**src/rtl/bsts_pkg.sv**
```systemverilog
package bsts_pkg;
	// controller clock and timing
	localparam int unsigned CLK_HZ        = 40_000_000;
	localparam int unsigned CLK_PER_US    = CLK_HZ / 1_000_000;
	localparam int unsigned SYNC_DELAY_US = 2000;
	localparam int unsigned PG_DELAY_US   = 2000;
	localparam int unsigned BOOT_NS       = 300;
	localparam int unsigned TOG_WIN_US    = 5;
	localparam int unsigned SYNC_DELAY_CYC = SYNC_DELAY_US * CLK_PER_US;
	localparam int unsigned PG_DELAY_CYC   = PG_DELAY_US * CLK_PER_US;
	localparam int unsigned BOOT_CYC       = (BOOT_NS * CLK_PER_US + 999) / 1000;
	localparam int unsigned TOG_WIN_CYC    = TOG_WIN_US * CLK_PER_US;
	// amplifier offset taper, in mV
	localparam logic [7:0] OFFS_MV      = 8'h28;
	localparam logic [7:0] OFFS_SPAN_MV = 8'h46;
	// register map, byte addresses
	localparam logic [11:0] ADDR_CTRL   = 12'h000;
	localparam logic [11:0] ADDR_STATUS = 12'h004;
	localparam logic [11:0] ADDR_CONFIG = 12'h008;
	localparam int unsigned CTRL_EN_BIT     = 0;
	localparam int unsigned CTRL_MASTER_BIT = 1;
	localparam logic [1:0]  CTRL_RST        = 2'h1;

	typedef enum logic [3:0] {
		ST_OFF     = 4'h0,
		ST_VCC_UP  = 4'h1,
		ST_VDD_UP  = 4'h3,
		ST_CONFIG  = 4'h2,
		ST_SYNC    = 4'h6,
		ST_ARMED   = 4'h7,
		ST_LG_HOLD = 4'h5,
		ST_BOOT    = 4'h4,
		ST_RUN     = 4'hc
	} bsts_state_t;

	// qualified comparator results and codes from the analog side
	typedef struct packed {
		logic       en_ok;
		logic       vcc_ok;
		logic       vdd_ok;
		logic       stop_bus_hi;
		logic       track_below_vref;
		logic       comp_above_low;
		logic       comp_above_ramp;
		logic       fb_above_uv;
		logic       fault_present;
		logic       fault_restart;
		logic       clk_lock;
		logic [1:0] i_above_avg;
		logic [1:0] i_below_avg;
		logic [2:0] phase_count_select;
		logic [7:0] track_mv;
	} bsts_pins_t;

	// sync-to-relay delay in degrees, 360/N
	function automatic logic [8:0] relay_deg(input logic [2:0] code);
		unique case (code)
			3'h0: relay_deg = 9'h05a;
			3'h1: relay_deg = 9'h078;
			3'h2: relay_deg = 9'h048;
			3'h3: relay_deg = 9'h03c;
			3'h4: relay_deg = 9'h02d;
			3'h5: relay_deg = 9'h024;
			default: relay_deg = 9'h01e;
		endcase
	endfunction : relay_deg

	function automatic logic [5:0] offset_mv(input logic [7:0] t);
		logic [15:0] p;
		p = 16'h0000;
		if (t >= OFFS_SPAN_MV) begin
			offset_mv = 6'h00;
		end else begin
			p = {8'h00, OFFS_MV} * {8'h00, OFFS_SPAN_MV - t};
			p = p / {8'h00, OFFS_SPAN_MV};
			offset_mv = p[5:0];
		end
	endfunction : offset_mv
endpackage : bsts_pkg

```
**src/rtl/bsts_sync.sv**
```systemverilog
`timescale 1ns/1ps
module bsts_sync #(
	parameter int unsigned W = 1
) (
	// clock and reset
	input  wire  logic         clk,
	input  wire  logic         rst_n,
	// data
	input  wire  logic [W-1:0] d,
	output logic       [W-1:0] q
);
	typedef struct packed {
		logic [W-1:0] s1;
		logic [W-1:0] s2;
	} bsts_sync_t;

	bsts_sync_t r_q, r_d;

	if (W < 1) begin : g_chk
		$error("bsts_sync: W must be at least 1");
	end

	always_comb begin
		r_d.s1 = d;
		r_d.s2 = r_q.s1;
	end

	always_ff @(posedge clk or negedge rst_n) begin
		if (!rst_n) begin
			r_q <= '0;
		end else begin
			r_q <= r_d;
		end
	end

	assign q = r_q.s2;
endmodule : bsts_sync

```
**src/rtl/bsts_timer.sv**
```systemverilog
`timescale 1ns/1ps
module bsts_timer #(
	parameter int unsigned CYC = 80000
) (
	// clock and reset
	input  wire  logic clk,
	input  wire  logic rst_n,
	// control
	input  wire  logic clear,
	input  wire  logic start,
	output logic       done
);
	localparam int unsigned W = $clog2(CYC + 1);

	typedef struct packed {
		logic [W-1:0] cnt;
		logic         busy;
		logic         done;
	} bsts_tmr_t;

	bsts_tmr_t t_q, t_d;

	if (CYC < 1) begin : g_chk
		$error("bsts_timer: CYC must be at least 1");
	end

	// done holds until clear, so a level start cannot retrigger
	always_comb begin
		t_d = t_q;
		if (clear) begin
			t_d = '0;
		end else if (t_q.busy) begin
			if (t_q.cnt == '0) begin
				t_d.busy = 1'b0;
				t_d.done = 1'b1;
			end else begin
				t_d.cnt = t_q.cnt - W'(1);
			end
		end else if (start && !t_q.done) begin
			t_d.busy = 1'b1;
			t_d.cnt  = W'(CYC - 1);
		end
	end

	always_ff @(posedge clk or negedge rst_n) begin
		if (!rst_n) begin
			t_q <= '0;
		end else begin
			t_q <= t_d;
		end
	end

	assign done = t_q.done;
endmodule : bsts_timer

```
**src/rtl/bsts_seq.sv**
```systemverilog
// Operation
// enable low keeps both regulators off and the controller in low power
// enable starts logic regulator, then driver regulator, then ready-to-start
// supplies already good at enable means ready-to-start at once
// any supply lockout stops switching, standby, then full start-up again
// at ready-to-start sample phase select, set phase count and relay delay
// oscillator and PLL start only after phase configuration is set
// after oscillator start wait 2 ms, then release the stop bus
// stop bus rises when all release it; rising bus permits switching
// low-bias amplifier stage while follow-reference below reference, else low-offset
// below 70 mV follow-reference apply 40 mV offset tapering to zero
// target is lesser of reference and follow-reference, driven up and down
// fully synchronous switching always, except restart after a fault
// ready to switch with loop voltage low holds low-side gate high
// loop voltage rising gives 300 ns low-side pulse, then high-side switching
// 2 ms power-good timer starts at first high-side pulse
// on expiry output-ok only if sense, track, fault and lock conditions hold
// phase above average current loses duty, below average gains duty
// both gates low from enable low until stop bus rises
// comparisons arrive synchronised, states advance only on the controller clock
`timescale 1ns/1ps
module bsts_seq
	import bsts_pkg::*;
#(
	parameter int unsigned SYNC_CYC = SYNC_DELAY_CYC,
	parameter int unsigned PG_CYC   = PG_DELAY_CYC
) (
	// clock and reset
	input  wire  logic        pclk,
	input  wire  logic        presetn,
	// apb slave
	input  wire  logic        psel,
	input  wire  logic        penable,
	input  wire  logic        pwrite,
	input  wire  logic [11:0] paddr,
	input  wire  logic [31:0] pwdata,
	output logic              pready,
	output logic       [31:0] prdata,
	output logic              pslverr,
	// analog comparisons, asynchronous
	input  wire  bsts_pins_t  pins_async,
	// modulator request per phase, same clock
	input  wire  logic [1:0]  pwm_req,
	// supply sequencing
	output logic              vcc_reg_en,
	output logic              vdd_reg_en,
	output logic              low_power,
	output logic              ready_to_start,
	// phase configuration and clocking
	output logic       [2:0]  phase_cfg,
	output logic       [8:0]  relay_delay_deg,
	output logic              osc_en,
	// shared stop bus, open drain
	output logic              stop_bus_oe,
	// gate drive
	output logic       [1:0]  high_side_gate,
	output logic       [1:0]  low_side_gate,
	output logic              diode_emulation,
	// error amplifier control
	output logic              ea_low_bias_sel,
	output logic              ref_sel_track,
	output logic       [5:0]  ea_offset_mv,
	// current sharing trims
	output logic       [1:0]  duty_dec,
	output logic       [1:0]  duty_inc,
	// power good, open drain
	output logic              output_ok_flag,
	output logic              output_ok_oe
);
	localparam int unsigned TOG_W = $clog2(TOG_WIN_CYC + 1);

	if (BOOT_CYC < 1 || BOOT_CYC > 15) begin : g_chk
		$error("bsts_seq: boot pulse count out of range");
	end

	typedef struct packed {
		bsts_state_t      st;
		logic [1:0]       ctrl;
		logic [2:0]       ph_cfg;
		logic [8:0]       relay;
		logic [3:0]       boot_cnt;
		logic             pg_started;
		logic [TOG_W-1:0] tog_cnt;
		logic             lock_prev;
		logic             toggling;
		logic             vcc_en;
		logic             vdd_en;
		logic             low_pwr;
		logic             rts;
		logic             osc;
		logic             bus_pull;
		logic [1:0]       hg;
		logic [1:0]       lg;
		logic             diode;
		logic             low_bias;
		logic             ref_trk;
		logic [5:0]       offs;
		logic [1:0]       dec;
		logic [1:0]       inc;
		logic             ok;
		logic             ok_oe;
		logic             pready;
		logic [31:0]      prdata;
		logic             pslverr;
	} bsts_core_t;

	bsts_core_t q, d;
	bsts_pins_t s;
	logic       sync_done;
	logic       pg_done;

	function automatic logic addr_hit(input logic [11:0] a);
		addr_hit = (a == ADDR_CTRL) || (a == ADDR_STATUS) || (a == ADDR_CONFIG);
	endfunction : addr_hit

	function automatic logic past_vdd(input bsts_state_t st);
		past_vdd = !(st inside {ST_OFF, ST_VCC_UP, ST_VDD_UP});
	endfunction : past_vdd

	// every comparison crosses two flops before use
	bsts_sync #(
		.W ($bits(bsts_pins_t))
	) u_sync (
		.clk   (pclk),
		.rst_n (presetn),
		.d     (pins_async),
		.q     (s)
	);

	bsts_timer #(
		.CYC (SYNC_CYC)
	) u_sync_tmr (
		.clk   (pclk),
		.rst_n (presetn),
		.clear (q.st != ST_SYNC),
		.start (q.st == ST_SYNC),
		.done  (sync_done)
	);

	bsts_timer #(
		.CYC (PG_CYC)
	) u_pg_tmr (
		.clk   (pclk),
		.rst_n (presetn),
		.clear (!q.pg_started),
		.start (q.pg_started),
		.done  (pg_done)
	);

	always_comb begin
		logic en;
		logic sup;
		logic sw;
		logic master;
		logic cond;
		logic acc;
		en     = 1'b0;
		sup    = 1'b0;
		sw     = 1'b0;
		master = 1'b0;
		cond   = 1'b0;
		acc    = 1'b0;
		d      = q;

		en     = s.en_ok && q.ctrl[CTRL_EN_BIT];
		sup    = s.vcc_ok && s.vdd_ok;
		master = q.ctrl[CTRL_MASTER_BIT];

		// sequence
		if (!en) begin
			d.st = ST_OFF;
		end else begin
			unique case (q.st)
				ST_OFF: begin
					d.st = sup ? ST_CONFIG : ST_VCC_UP;
				end
				ST_VCC_UP: begin
					if (s.vcc_ok) begin
						d.st = s.vdd_ok ? ST_CONFIG : ST_VDD_UP;
					end
				end
				ST_VDD_UP: begin
					if (!s.vcc_ok) begin
						d.st = ST_VCC_UP;
					end else if (s.vdd_ok) begin
						d.st = ST_CONFIG;
					end
				end
				ST_CONFIG: begin
					d.st = ST_SYNC;
				end
				ST_SYNC: begin
					if (sync_done) begin
						d.st = ST_ARMED;
					end
				end
				ST_ARMED: begin
					if (s.stop_bus_hi) begin
						d.st = ST_LG_HOLD;
					end
				end
				ST_LG_HOLD: begin
					if (s.comp_above_low) begin
						d.st       = ST_BOOT;
						d.boot_cnt = 4'(BOOT_CYC - 1);
					end
				end
				ST_BOOT: begin
					if (q.boot_cnt == 4'h0) begin
						d.st = ST_RUN;
					end else begin
						d.boot_cnt = q.boot_cnt - 4'h1;
					end
				end
				ST_RUN: begin
					d.st = ST_RUN;
				end
				default: begin
					d.st = ST_OFF;
				end
			endcase
			// a lockout drops to standby and restarts from the top
			if (!sup && past_vdd(q.st)) begin
				d.st = ST_VCC_UP;
			end else if (!s.stop_bus_hi &&
			             (q.st inside {ST_LG_HOLD, ST_BOOT, ST_RUN})) begin
				// bus pulled low elsewhere: stop and wait for release
				d.st = ST_ARMED;
			end
		end

		// latched on entering config, a cycle ahead of the oscillator
		if (d.st == ST_CONFIG) begin
			d.ph_cfg = s.phase_count_select;
			d.relay  = relay_deg(s.phase_count_select);
		end

		// outputs follow the next state so they leave flops in step
		d.low_pwr  = (d.st == ST_OFF);
		d.vcc_en   = (d.st != ST_OFF);
		d.vdd_en   = !(d.st inside {ST_OFF, ST_VCC_UP});
		d.rts      = past_vdd(d.st);
		d.osc      = past_vdd(d.st) && (d.st != ST_CONFIG);
		d.bus_pull = (d.st inside {ST_OFF, ST_VCC_UP, ST_VDD_UP,
		                           ST_CONFIG, ST_SYNC});

		// gates: floating node until the bus rises
		sw      = (d.st == ST_RUN);
		d.diode = s.fault_restart;
		d.hg    = 2'h0;
		d.lg    = 2'h0;
		if (d.st inside {ST_LG_HOLD, ST_BOOT}) begin
			d.lg = 2'h3;
		end else if (sw) begin
			d.hg = pwm_req;
			d.lg = s.fault_restart ? 2'h0 : ~pwm_req;
		end

		// power-good delay from the first high-side pulse
		if (!sw) begin
			d.pg_started = 1'b0;
		end else if ((pwm_req != 2'h0) && s.comp_above_ramp) begin
			d.pg_started = 1'b1;
		end

		// slave lock detect: an edge within the window counts as toggling
		d.lock_prev = s.clk_lock;
		if (s.clk_lock != q.lock_prev) begin
			d.tog_cnt  = TOG_W'(TOG_WIN_CYC);
			d.toggling = 1'b1;
		end else if (q.tog_cnt == '0) begin
			d.toggling = 1'b0;
		end else begin
			d.tog_cnt = q.tog_cnt - TOG_W'(1);
		end

		cond = (!master || s.fb_above_uv) && !s.track_below_vref &&
		       !s.fault_present && (master || q.toggling);
		d.ok = q.pg_started && d.pg_started && pg_done && cond;
		d.ok_oe = !d.ok;

		// error amplifier stage, target and offset
		d.low_bias = s.track_below_vref;
		d.ref_trk  = s.track_below_vref;
		d.offs     = offset_mv(s.track_mv);

		// current sharing only while switching
		d.dec = sw ? s.i_above_avg : 2'h0;
		d.inc = sw ? (s.i_below_avg & ~s.i_above_avg) : 2'h0;

		// apb: no wait state, data prepared in the setup cycle
		acc      = psel && penable && q.pready;
		d.pready = psel && !penable;
		if (psel && !penable) begin
			d.pslverr = !addr_hit(paddr);
			d.prdata  = 32'h0000_0000;
			if (!pwrite) begin
				unique case (paddr)
					ADDR_CTRL:   d.prdata = {30'h0, q.ctrl};
					ADDR_STATUS: d.prdata = {18'h0, q.ok, q.toggling, q.pg_started,
					                         q.rts, q.osc, q.bus_pull, s.stop_bus_hi,
					                         s.vdd_ok, s.vcc_ok, s.en_ok, q.st};
					ADDR_CONFIG: d.prdata = {20'h0, q.relay, q.ph_cfg};
					default:     d.prdata = 32'h0000_0000;
				endcase
			end
		end else if (!psel) begin
			d.pslverr = 1'b0;
		end
		if (acc && pwrite && paddr == ADDR_CTRL) begin
			d.ctrl = pwdata[1:0];
		end
	end

	always_ff @(posedge pclk or negedge presetn) begin
		if (!presetn) begin
			q          <= '0;
			q.ctrl     <= CTRL_RST;
			q.low_pwr  <= 1'b1;
			q.bus_pull <= 1'b1;
			q.ok_oe    <= 1'b1;
		end else begin
			q <= d;
		end
	end

	assign pready          = q.pready;
	assign prdata          = q.prdata;
	assign pslverr         = q.pslverr;
	assign vcc_reg_en      = q.vcc_en;
	assign vdd_reg_en      = q.vdd_en;
	assign low_power       = q.low_pwr;
	assign ready_to_start  = q.rts;
	assign phase_cfg       = q.ph_cfg;
	assign relay_delay_deg = q.relay;
	assign osc_en          = q.osc;
	assign stop_bus_oe     = q.bus_pull;
	assign high_side_gate  = q.hg;
	assign low_side_gate   = q.lg;
	assign diode_emulation = q.diode;
	assign ea_low_bias_sel = q.low_bias;
	assign ref_sel_track   = q.ref_trk;
	assign ea_offset_mv    = q.offs;
	assign duty_dec        = q.dec;
	assign duty_inc        = q.inc;
	// open drain: pull low while not ok
	assign output_ok_flag  = q.ok;
	assign output_ok_oe    = q.ok_oe;
endmodule : bsts_seq

```
**config.mk**
```make
export PLATFORM = sky130hd
export DESIGN_NAME = bsts_seq
export DESIGN_NICKNAME = d
export VERILOG_FILES = /design/src/rtl/bsts_pkg.sv /design/src/rtl/bsts_sync.sv /design/src/rtl/bsts_timer.sv /design/src/rtl/bsts_seq.sv
export SDC_FILE = /design/constraint.sdc
export NUM_CORES = 1
export LEC_CHECK = 0
export BUFFER_PORTS_ARGS = -buffer_cell sky130_fd_sc_hd__buf_2
export CORE_MARGIN = 8
export CORE_UTILIZATION = 62
export CTS_CLUSTER_SIZE = 25
export DETAILED_ROUTE_END_ITERATION = 12
export PLACE_DENSITY = 0.94
export SLEW_MARGIN = 20
export SYNTH_ARGS = -nofsm -noshare
export SYNTH_HDL_FRONTEND = slang
export SYNTH_SLANG_ARGS = --single-unit
```
**constraint.sdc**
```tcl
create_clock -name pclk -period 21.4 [get_ports pclk]
set_clock_uncertainty 0.2 [all_clocks]
set_input_delay 2.14 -clock pclk [delete_from_list [all_inputs] [get_ports pclk]]
set_output_delay 2.14 -clock pclk [all_outputs]
set_load 0.01 [all_outputs]
```
==> results.ini, run 1 <==
[status]
status = finished clean

[detailed_routing]
drt_iter0_markers = 826
firstDrtPassIters = 7
vias = 8103
wl_um = 22970
postRouteAntennaNets = 0
post_drt_wl_per_cell_um = 18.14
via_per_inst = 6.400
drc = 0

[global_routing]
grt_pass1_wl_um = 37100
grtUsageTotal_pct = 22.96
antenna_found_initial = 1
gr-total-overflow = 0
grt_pass1_vias = 7595
grt_max_degree = 85

[setup_path]
critPathLaunchType = flop
critPathCaptureType = flop
critPathMaxStageDelay_ns = 0.68
crit_path_top_delay_cell = dfrtp_1
crit_fanout = 16
crit_required_ns = 21.57
r2r_end = ea_offset_mv[0]
arrival_ns = 10.49
rrSetupSlack_ns = 11.07
path_class = reg -> reg
cp_common_cell = ha_1
crit_end = ea_offset_mv[0]
cp-startpoint = u_sync.q[0]
r2r_start = u_sync.q[0]
ff2ff_path_depth = 28

[timing]
fin_crit_sh_pct = 48.26
fin_setup_tns_ns = 0
max_slew_margin_pct = 33.59
setup_viol = 0
min_period_ns = 10.33
hold_viol_final = 0
slew_viol_final = 0
rsz0062_at_grt = false
worstMarginPinSlew_ns = 0.9824
clock.fmax_mhz = 96.83

[floorplan]
core_um2 = 15150
start_util_pct = 63.25
die_w_um = 140.3
io_pins = 148
die-area_um2 = 19690
num_rows = 45
die_y_um = 140.3

[placement]
dp_hpwl_um = 16250
place_area_um2 = 9794
place_congestion = 0.9237
port_buffers = 97

[cells_and_area]
register_area_um2 = 4034
fill_cells = 1090
multi_input_area_um2 = 4898
drive_gt1_share_pct = 18.11
area_delta_synth_final_pct = 8.476
nets = 1166
finalInstanceArea_um2 = 10390

[clock_tree]
numCtsBuffers = 17
cts.repair.resized = 0
insertion_delay_ns = 0.43
cts_sinks = 161
cts-hold-fix-buffers = 0
post_cts_buffers = 0
htreeDepth = 4
cts_tree = yes
cts_root_buf = clkbuf_16
path_clk_slew_ns = 0.06
clock_path_buffers = 2

[synthesis]
avgSynthCellArea_um2 = 9.374
ys_seq_elements = 161
yosysMostFrequentCell = dfrtp_1
ys_top_cells_by_count = 157 x dfrtp_1, 91 x nor2_1, 88 x nand2_1, 66 x o21ai_0, 61 x buf_4
synth_area_leaders = dfrtp_1 41%, buf_4 4.8%, nor2_1 3.6%
ys.flop_type = dfrtp_1
synth_cells = 1022
netlist.area_leader.share_pct = 41.01
ys_seq_area_share_pct = 42.11
synth_warnings = 0
yosysTopAreaCell = dfrtp_1
synth.distinct_cells = 103
synth_edf_count = 0
async_reset_ff_share_pct = 100.0
netlist_area_um2 = 9580

[pwr]
p_int_mw = 0.8307
pwr-share-seq_pct = 21.8
clkPwrFrac_pct = 20.2
power_leakage_nw = 4.885
ir_drop_v = 0.00009513
netSwitchingFraction_pct = 44.42
p_comb_share_pct = 58.0
p_sw_mw = 0.6639
power_density_nw_per_um2 = 143.8

[worst_hold_path]
hold_path.class = reg -> reg

[run]
maxCapViolations = 0

[layout make-up]
cell class,count,area share [%]
Antenna cell,1,0.02408
Clock buffer,19,4.358
Clock inverter,13,1.372
Inverter,34,1.228
Multi-Input combinational cell,752,47.13
Sequential cell,161,38.82
Tap cell,188,2.263
Timing Repair Buffer,98,4.804
[how the worst min path moves through the flow]
stage                   start  slack (ns)           end  depth (start not counted)
6_report        u_sync.r_d[0]        0.15   u_sync.q[0]                          0
3_3_place_gp    u_sync.r_d[9]        0.13   u_sync.q[9]                          0
4_1_cts         u_sync.r_d[0]        0.15   u_sync.q[0]                          0
5_1_grt        u_sync.r_d[22]        0.15  u_sync.q[22]                          0
2_1_floorplan   u_sync.r_d[0]        0.13   u_sync.q[0]                          0
3_5_place_dp   u_sync.r_d[10]        0.13  u_sync.q[10]                          0
[worst max-delay path: cells and delay by family, from the launching register on]
family                   cells  cell delay [ns]
AND/OR/NAND/NOR              7             2.34
multiplexers                 2             0.57
adder cells (fa/ha/maj)      4             1.74
flip-flops                   1             0.68
AO/OA/AOI/OAI               13             4.04
buffers and inverters        2             0.65
[power by group through the flow]
stage                     clock, mW  combinational (mW)  sequential (mW)
after floorplan                   0               0.700            0.329
after global placement            0               0.811            0.330
after detailed placement          0               0.839            0.331
after CTS                     0.305               0.845            0.326
after global routing          0.319               0.935            0.327
final                         0.302               0.867            0.326
[metrics by stage]
stage / power [mW] / worst slack (ns) / instances / util [%] / hold slack [ns]
5_1_grt: 1.580 / 10.53 / 1266 / 68.62 / 0.1539
6_report: 1.495 / 11.07 / 1266 / 68.62 / 0.1480
4_1_cts: 1.475 / 11.22 / 1265 / 68.60 / 0.1498
2_1_floorplan: 1.029 / 12.97 / 1041 / - / 0.1312
3_3_place_gp: 1.141 / 11.51 / 1233 / 64.67 / 0.1317
3_5_place_dp: 1.169 / 11.26 / 1233 / 64.67 / 0.1347
[state kept, by name, indices dropped and copies added, names as in the netlist, 6 cells and up]
register,flops
u_sync_tmr.t_q,18
prdata,14
q,21
relay_delay_deg,7
u_sync.q,26
ea_offset_mv,6
u_sync.r_d,26
u_pg_tmr.t_q,18
[kinds of logic after synthesis]
kind of cell | synth area share (%)
flip-flops | 42.11
multiplexers | 3.017
buffers and inverters | 7.509
other | 0.03914
AO/OA/AOI/OAI | 20.75
adder cells (fa/ha/maj) | 3.552
AND/OR/NAND/NOR | 19.41
XOR/XNOR | 3.618
[cells in the final DEF, fill, tap and decap left out, types with 10 or more instances in the layout]
master     Yosys  routed
nor3_1        37      37
or2_2         12      12
a22oi_1       11      11
buf_2          8      96
conb_1         1      20
dfrtp_1      157     157
and3_1        10      10
clkbuf_16      0      17
inv_1         31      31
a21o_1        14      14
or3_1         17      17
nand3_1       25      25
xnor2_1       23      23
a21oi_1       54      54
nand2_1       88      88
o31ai_1       12      12
mux2i_1       15      15
ha_1          24      24
nand2b_1      16      16
nor4_1        11      11
nor2_1        91      91
o21ai_0       66      66
a211oi_1      10      10
[layer usage]
metal	vias up	part of all wire (%)	track usage, %
li1	3715	-	-
met1	3928	40	27.39
met2	392	50	38.99
met3	68	6.7	4.859
met4	0	3.3	10.80
met5	-	0	0
(Power assumes the default switching activity.)
==> run 2: changes to the inputs <==
--- a/config.mk
+++ b/config.mk
@@ -7,10 +7,10 @@
 export LEC_CHECK = 0
 export BUFFER_PORTS_ARGS = -buffer_cell sky130_fd_sc_hd__buf_2
 export CORE_MARGIN = 8
-export CORE_UTILIZATION = 62
+export CORE_UTILIZATION = 58
 export CTS_CLUSTER_SIZE = 25
 export DETAILED_ROUTE_END_ITERATION = 12
-export PLACE_DENSITY = 0.94
+export PLACE_DENSITY = 0.89
 export SLEW_MARGIN = 20
 export SYNTH_ARGS = -nofsm -noshare
 export SYNTH_HDL_FRONTEND = slang
==> constraint.sdc (replaced) <==
create_clock -name pclk -period 9.55 [get_ports pclk]
set_clock_uncertainty 0.2 [all_clocks]
set_input_delay 0.955 -clock pclk [delete_from_list [all_inputs] [get_ports pclk]]
set_output_delay 0.955 -clock pclk [all_outputs]
set_load 0.01 [all_outputs]
==> run 2 against run 1 <==
Net effect:
- via count decreased by 4.0%
- global-route usage down 0.54 points
- register-to-register slack lost 10 ns
- worst setup slack lost 10 ns
- critical path type unchanged
- critical endpoint unchanged
==> results.ini, run 2 (synthesized netlist as in run 1, its figures left out) <==
[cells_and_area]
area_delta_synth_final_pct = 9.064  ; was 8.476%
final_common_cell = dfrtp_1  ; unchanged
multi_input_area_um2 = 4898  ; unchanged
register_area_um2 = 4034  ; unchanged
postLayoutCoreUtil_pct = 63.91  ; was 68.62%
final_cells = 1302  ; was 1266
mostFrequentLayoutCells = 157 x dfrtp_1, 96 x buf_2, 91 x nor2_1  ; unchanged
fill_cells = 1318  ; was 1090
n_antenna_cell = 0  ; was 1
drive_gt1_share_pct = 18.48  ; was 18.11%
nets = 1171  ; was 1166

[setup_path]
crit_fanout = 10  ; was 16
critPathMaxStageDelay_ns = 0.58  ; was 0.68 ns
rrSetupSlack_ns = 0.63  ; was 11.07 ns
arrival_ns = 9.03  ; was 10.49 ns
r2r_start = u_sync.q[1]  ; was u_sync.q[0]
r2r_end = ea_offset_mv[0]  ; unchanged
cp_common_cell = ha_1  ; unchanged
crit_required_ns = 9.66  ; was 21.57 ns
crit_path_top_delay_cell = or3_1  ; was dfrtp_1
critPathLaunchType = flop  ; unchanged
critPathCaptureType = flop  ; unchanged
ff2ff_path_depth = 30  ; was 28
path_class = reg -> reg  ; unchanged

[global_routing]
grt_pass1_wl_um = 37370  ; was 37100 um
grtUsageTotal_pct = 22.42  ; was 22.96%
antenna_found_initial = 0  ; was 1
grt_pass1_vias = 7700  ; was 7595
gr-total-overflow = 0  ; unchanged
grt_max_degree = 89  ; was 85

[worst_hold_path]
whs_path_depth = 0  ; unchanged
hold_path.class = reg -> reg  ; unchanged
worstHoldStart = u_sync.r_d[0]  ; unchanged
min_to = u_sync.q[0]  ; unchanged

[detailed_routing]
drc = 0  ; unchanged
wl_um = 22410  ; was 22970 um
postRouteAntennaNets = 0  ; unchanged
via_per_inst = 5.973  ; was 6.400
post_drt_wl_per_cell_um = 17.22  ; was 18.14 um
firstDrtPassIters = 5  ; was 7
drt_iter0_markers = 605  ; was 826
vias = 7777  ; was 8103

[placement]
place_inst = 1270  ; was 1233
port_buffers = 97  ; unchanged
dp_hpwl_um = 16230  ; was 16250 um
post-place-ws_ns = 0.7451  ; was 11.26 ns
place_congestion = 0.9125  ; was 0.9237

[clock_tree]
cts_root_buf = clkbuf_16  ; unchanged
cts_tree = yes  ; unchanged
cts-hold-fix-buffers = 0  ; unchanged
clock_path_buffers = 2  ; unchanged
cts.repair.resized = 0  ; unchanged
htreeDepth = 4  ; unchanged
post_cts_buffers = 0  ; unchanged
numCtsBuffers = 17  ; unchanged
insertion_delay_ns = 0.43  ; about the same
cts_sinks = 161  ; unchanged
path_clk_slew_ns = 0.07  ; was 0.06 ns

[timing]
rsz0062_at_grt = false  ; unchanged
slew_viol_final = 0  ; unchanged
max_slew_margin_pct = 26.78  ; was 33.59%
hold_viol_final = 0  ; unchanged
setup_viol = 0  ; unchanged
fin_setup_tns_ns = 0  ; unchanged
clock.fmax_mhz = 112.1  ; was 96.83 MHz
setup_ws_ns = 0.6289  ; was 11.07 ns
min_period_ns = 8.921  ; was 10.33 ns
fin_crit_sh_pct = 93.41  ; was 48.26%
holdWs_ns = 0.1464  ; was 0.1480 ns
worstMarginPinSlew_ns = 1.083  ; was 0.9824 ns

[pwr]
ir_drop_v = 0.0002223  ; was 0.00009513 V
power_leakage_nw = 4.895  ; was 4.885 nW
power_density_nw_per_um2 = 321.5  ; was 143.8 nW/um^2

[floorplan]
core_um2 = 16350  ; was 15150 um^2
start_util_pct = 58.60  ; was 63.25%
io_pins = 148  ; unchanged
die_y_um = 144.5  ; was 140.3 um
die_w_um = 144.5  ; was 140.3 um
die-area_um2 = 20890  ; was 19690 um^2
num_rows = 47  ; was 45

[run]
maxCapViolations = 0  ; unchanged

[status]
status = finished clean  ; unchanged

==> run 2: layout make-up <==
| class | instances | area share, % |
|---|---|---|
| inverters | 34 | 1.221 |
| clock buffers | 19 | 4.335 |
| well taps | 220 | 2.634 |
| flip-flops and latches | 161 | 38.61 |
| clock inverters | 13 | 1.185 |
| repair buffers | 103 | 5.137 |
| multi-input cells | 752 | 46.88 |
==> run 2: stage by stage <==
stage               cell area (um^2)  power, mW
floorplan                       9652      2.305
global placement                9872      2.625
detailed placement              9872      2.659
CTS                            10450      3.333
global route                   10450      3.578
finish                         10450      3.360
==> run 2: how the worst max path moves through the flow <==
stage / cells past startpoint / startpoint / end / slack, ns
after floorplan: 32 / u_sync.q[0] / ea_offset_mv[0] / 1.12
after global placement: 27 / u_sync.q[1] / ea_offset_mv[0] / 0.79
after detailed placement: 28 / u_sync.q[1] / ea_offset_mv[0] / 0.75
after CTS: 28 / u_sync.q[1] / ea_offset_mv[0] / 0.72
after global routing: 29 / u_sync.q[1] / ea_offset_mv[0] / 0.07
final: 30 / u_sync.q[1] / ea_offset_mv[0] / 0.63
==> run 2: power by group <==
group / switching, mW / internal (mW) / total [mW]
logic: 1.17 / 0.794 / 1.97
clock network: 0.288 / 0.377 / 0.665
registers: 0.0173 / 0.711 / 0.729
==> run 2: metal layers <==
layer  up-vias  wire, um  GRT usage, %
met3        39      1453         5.018
met2       282     11030         37.69
met5         -         0             0
li1       3710         -             -
met4         0       423         7.996
met1      3746      9502         27.81
==> run 2: worst max-delay path, delay by kind of cell (launching register included) <==
family          cells  cell delay (ns)
compound gates     14             4.06
fa+ha+maj           5             1.83
simple gates        7             1.67
flops               1             0.47
buf+inv             3             0.46
xor+xnor            1             0.13
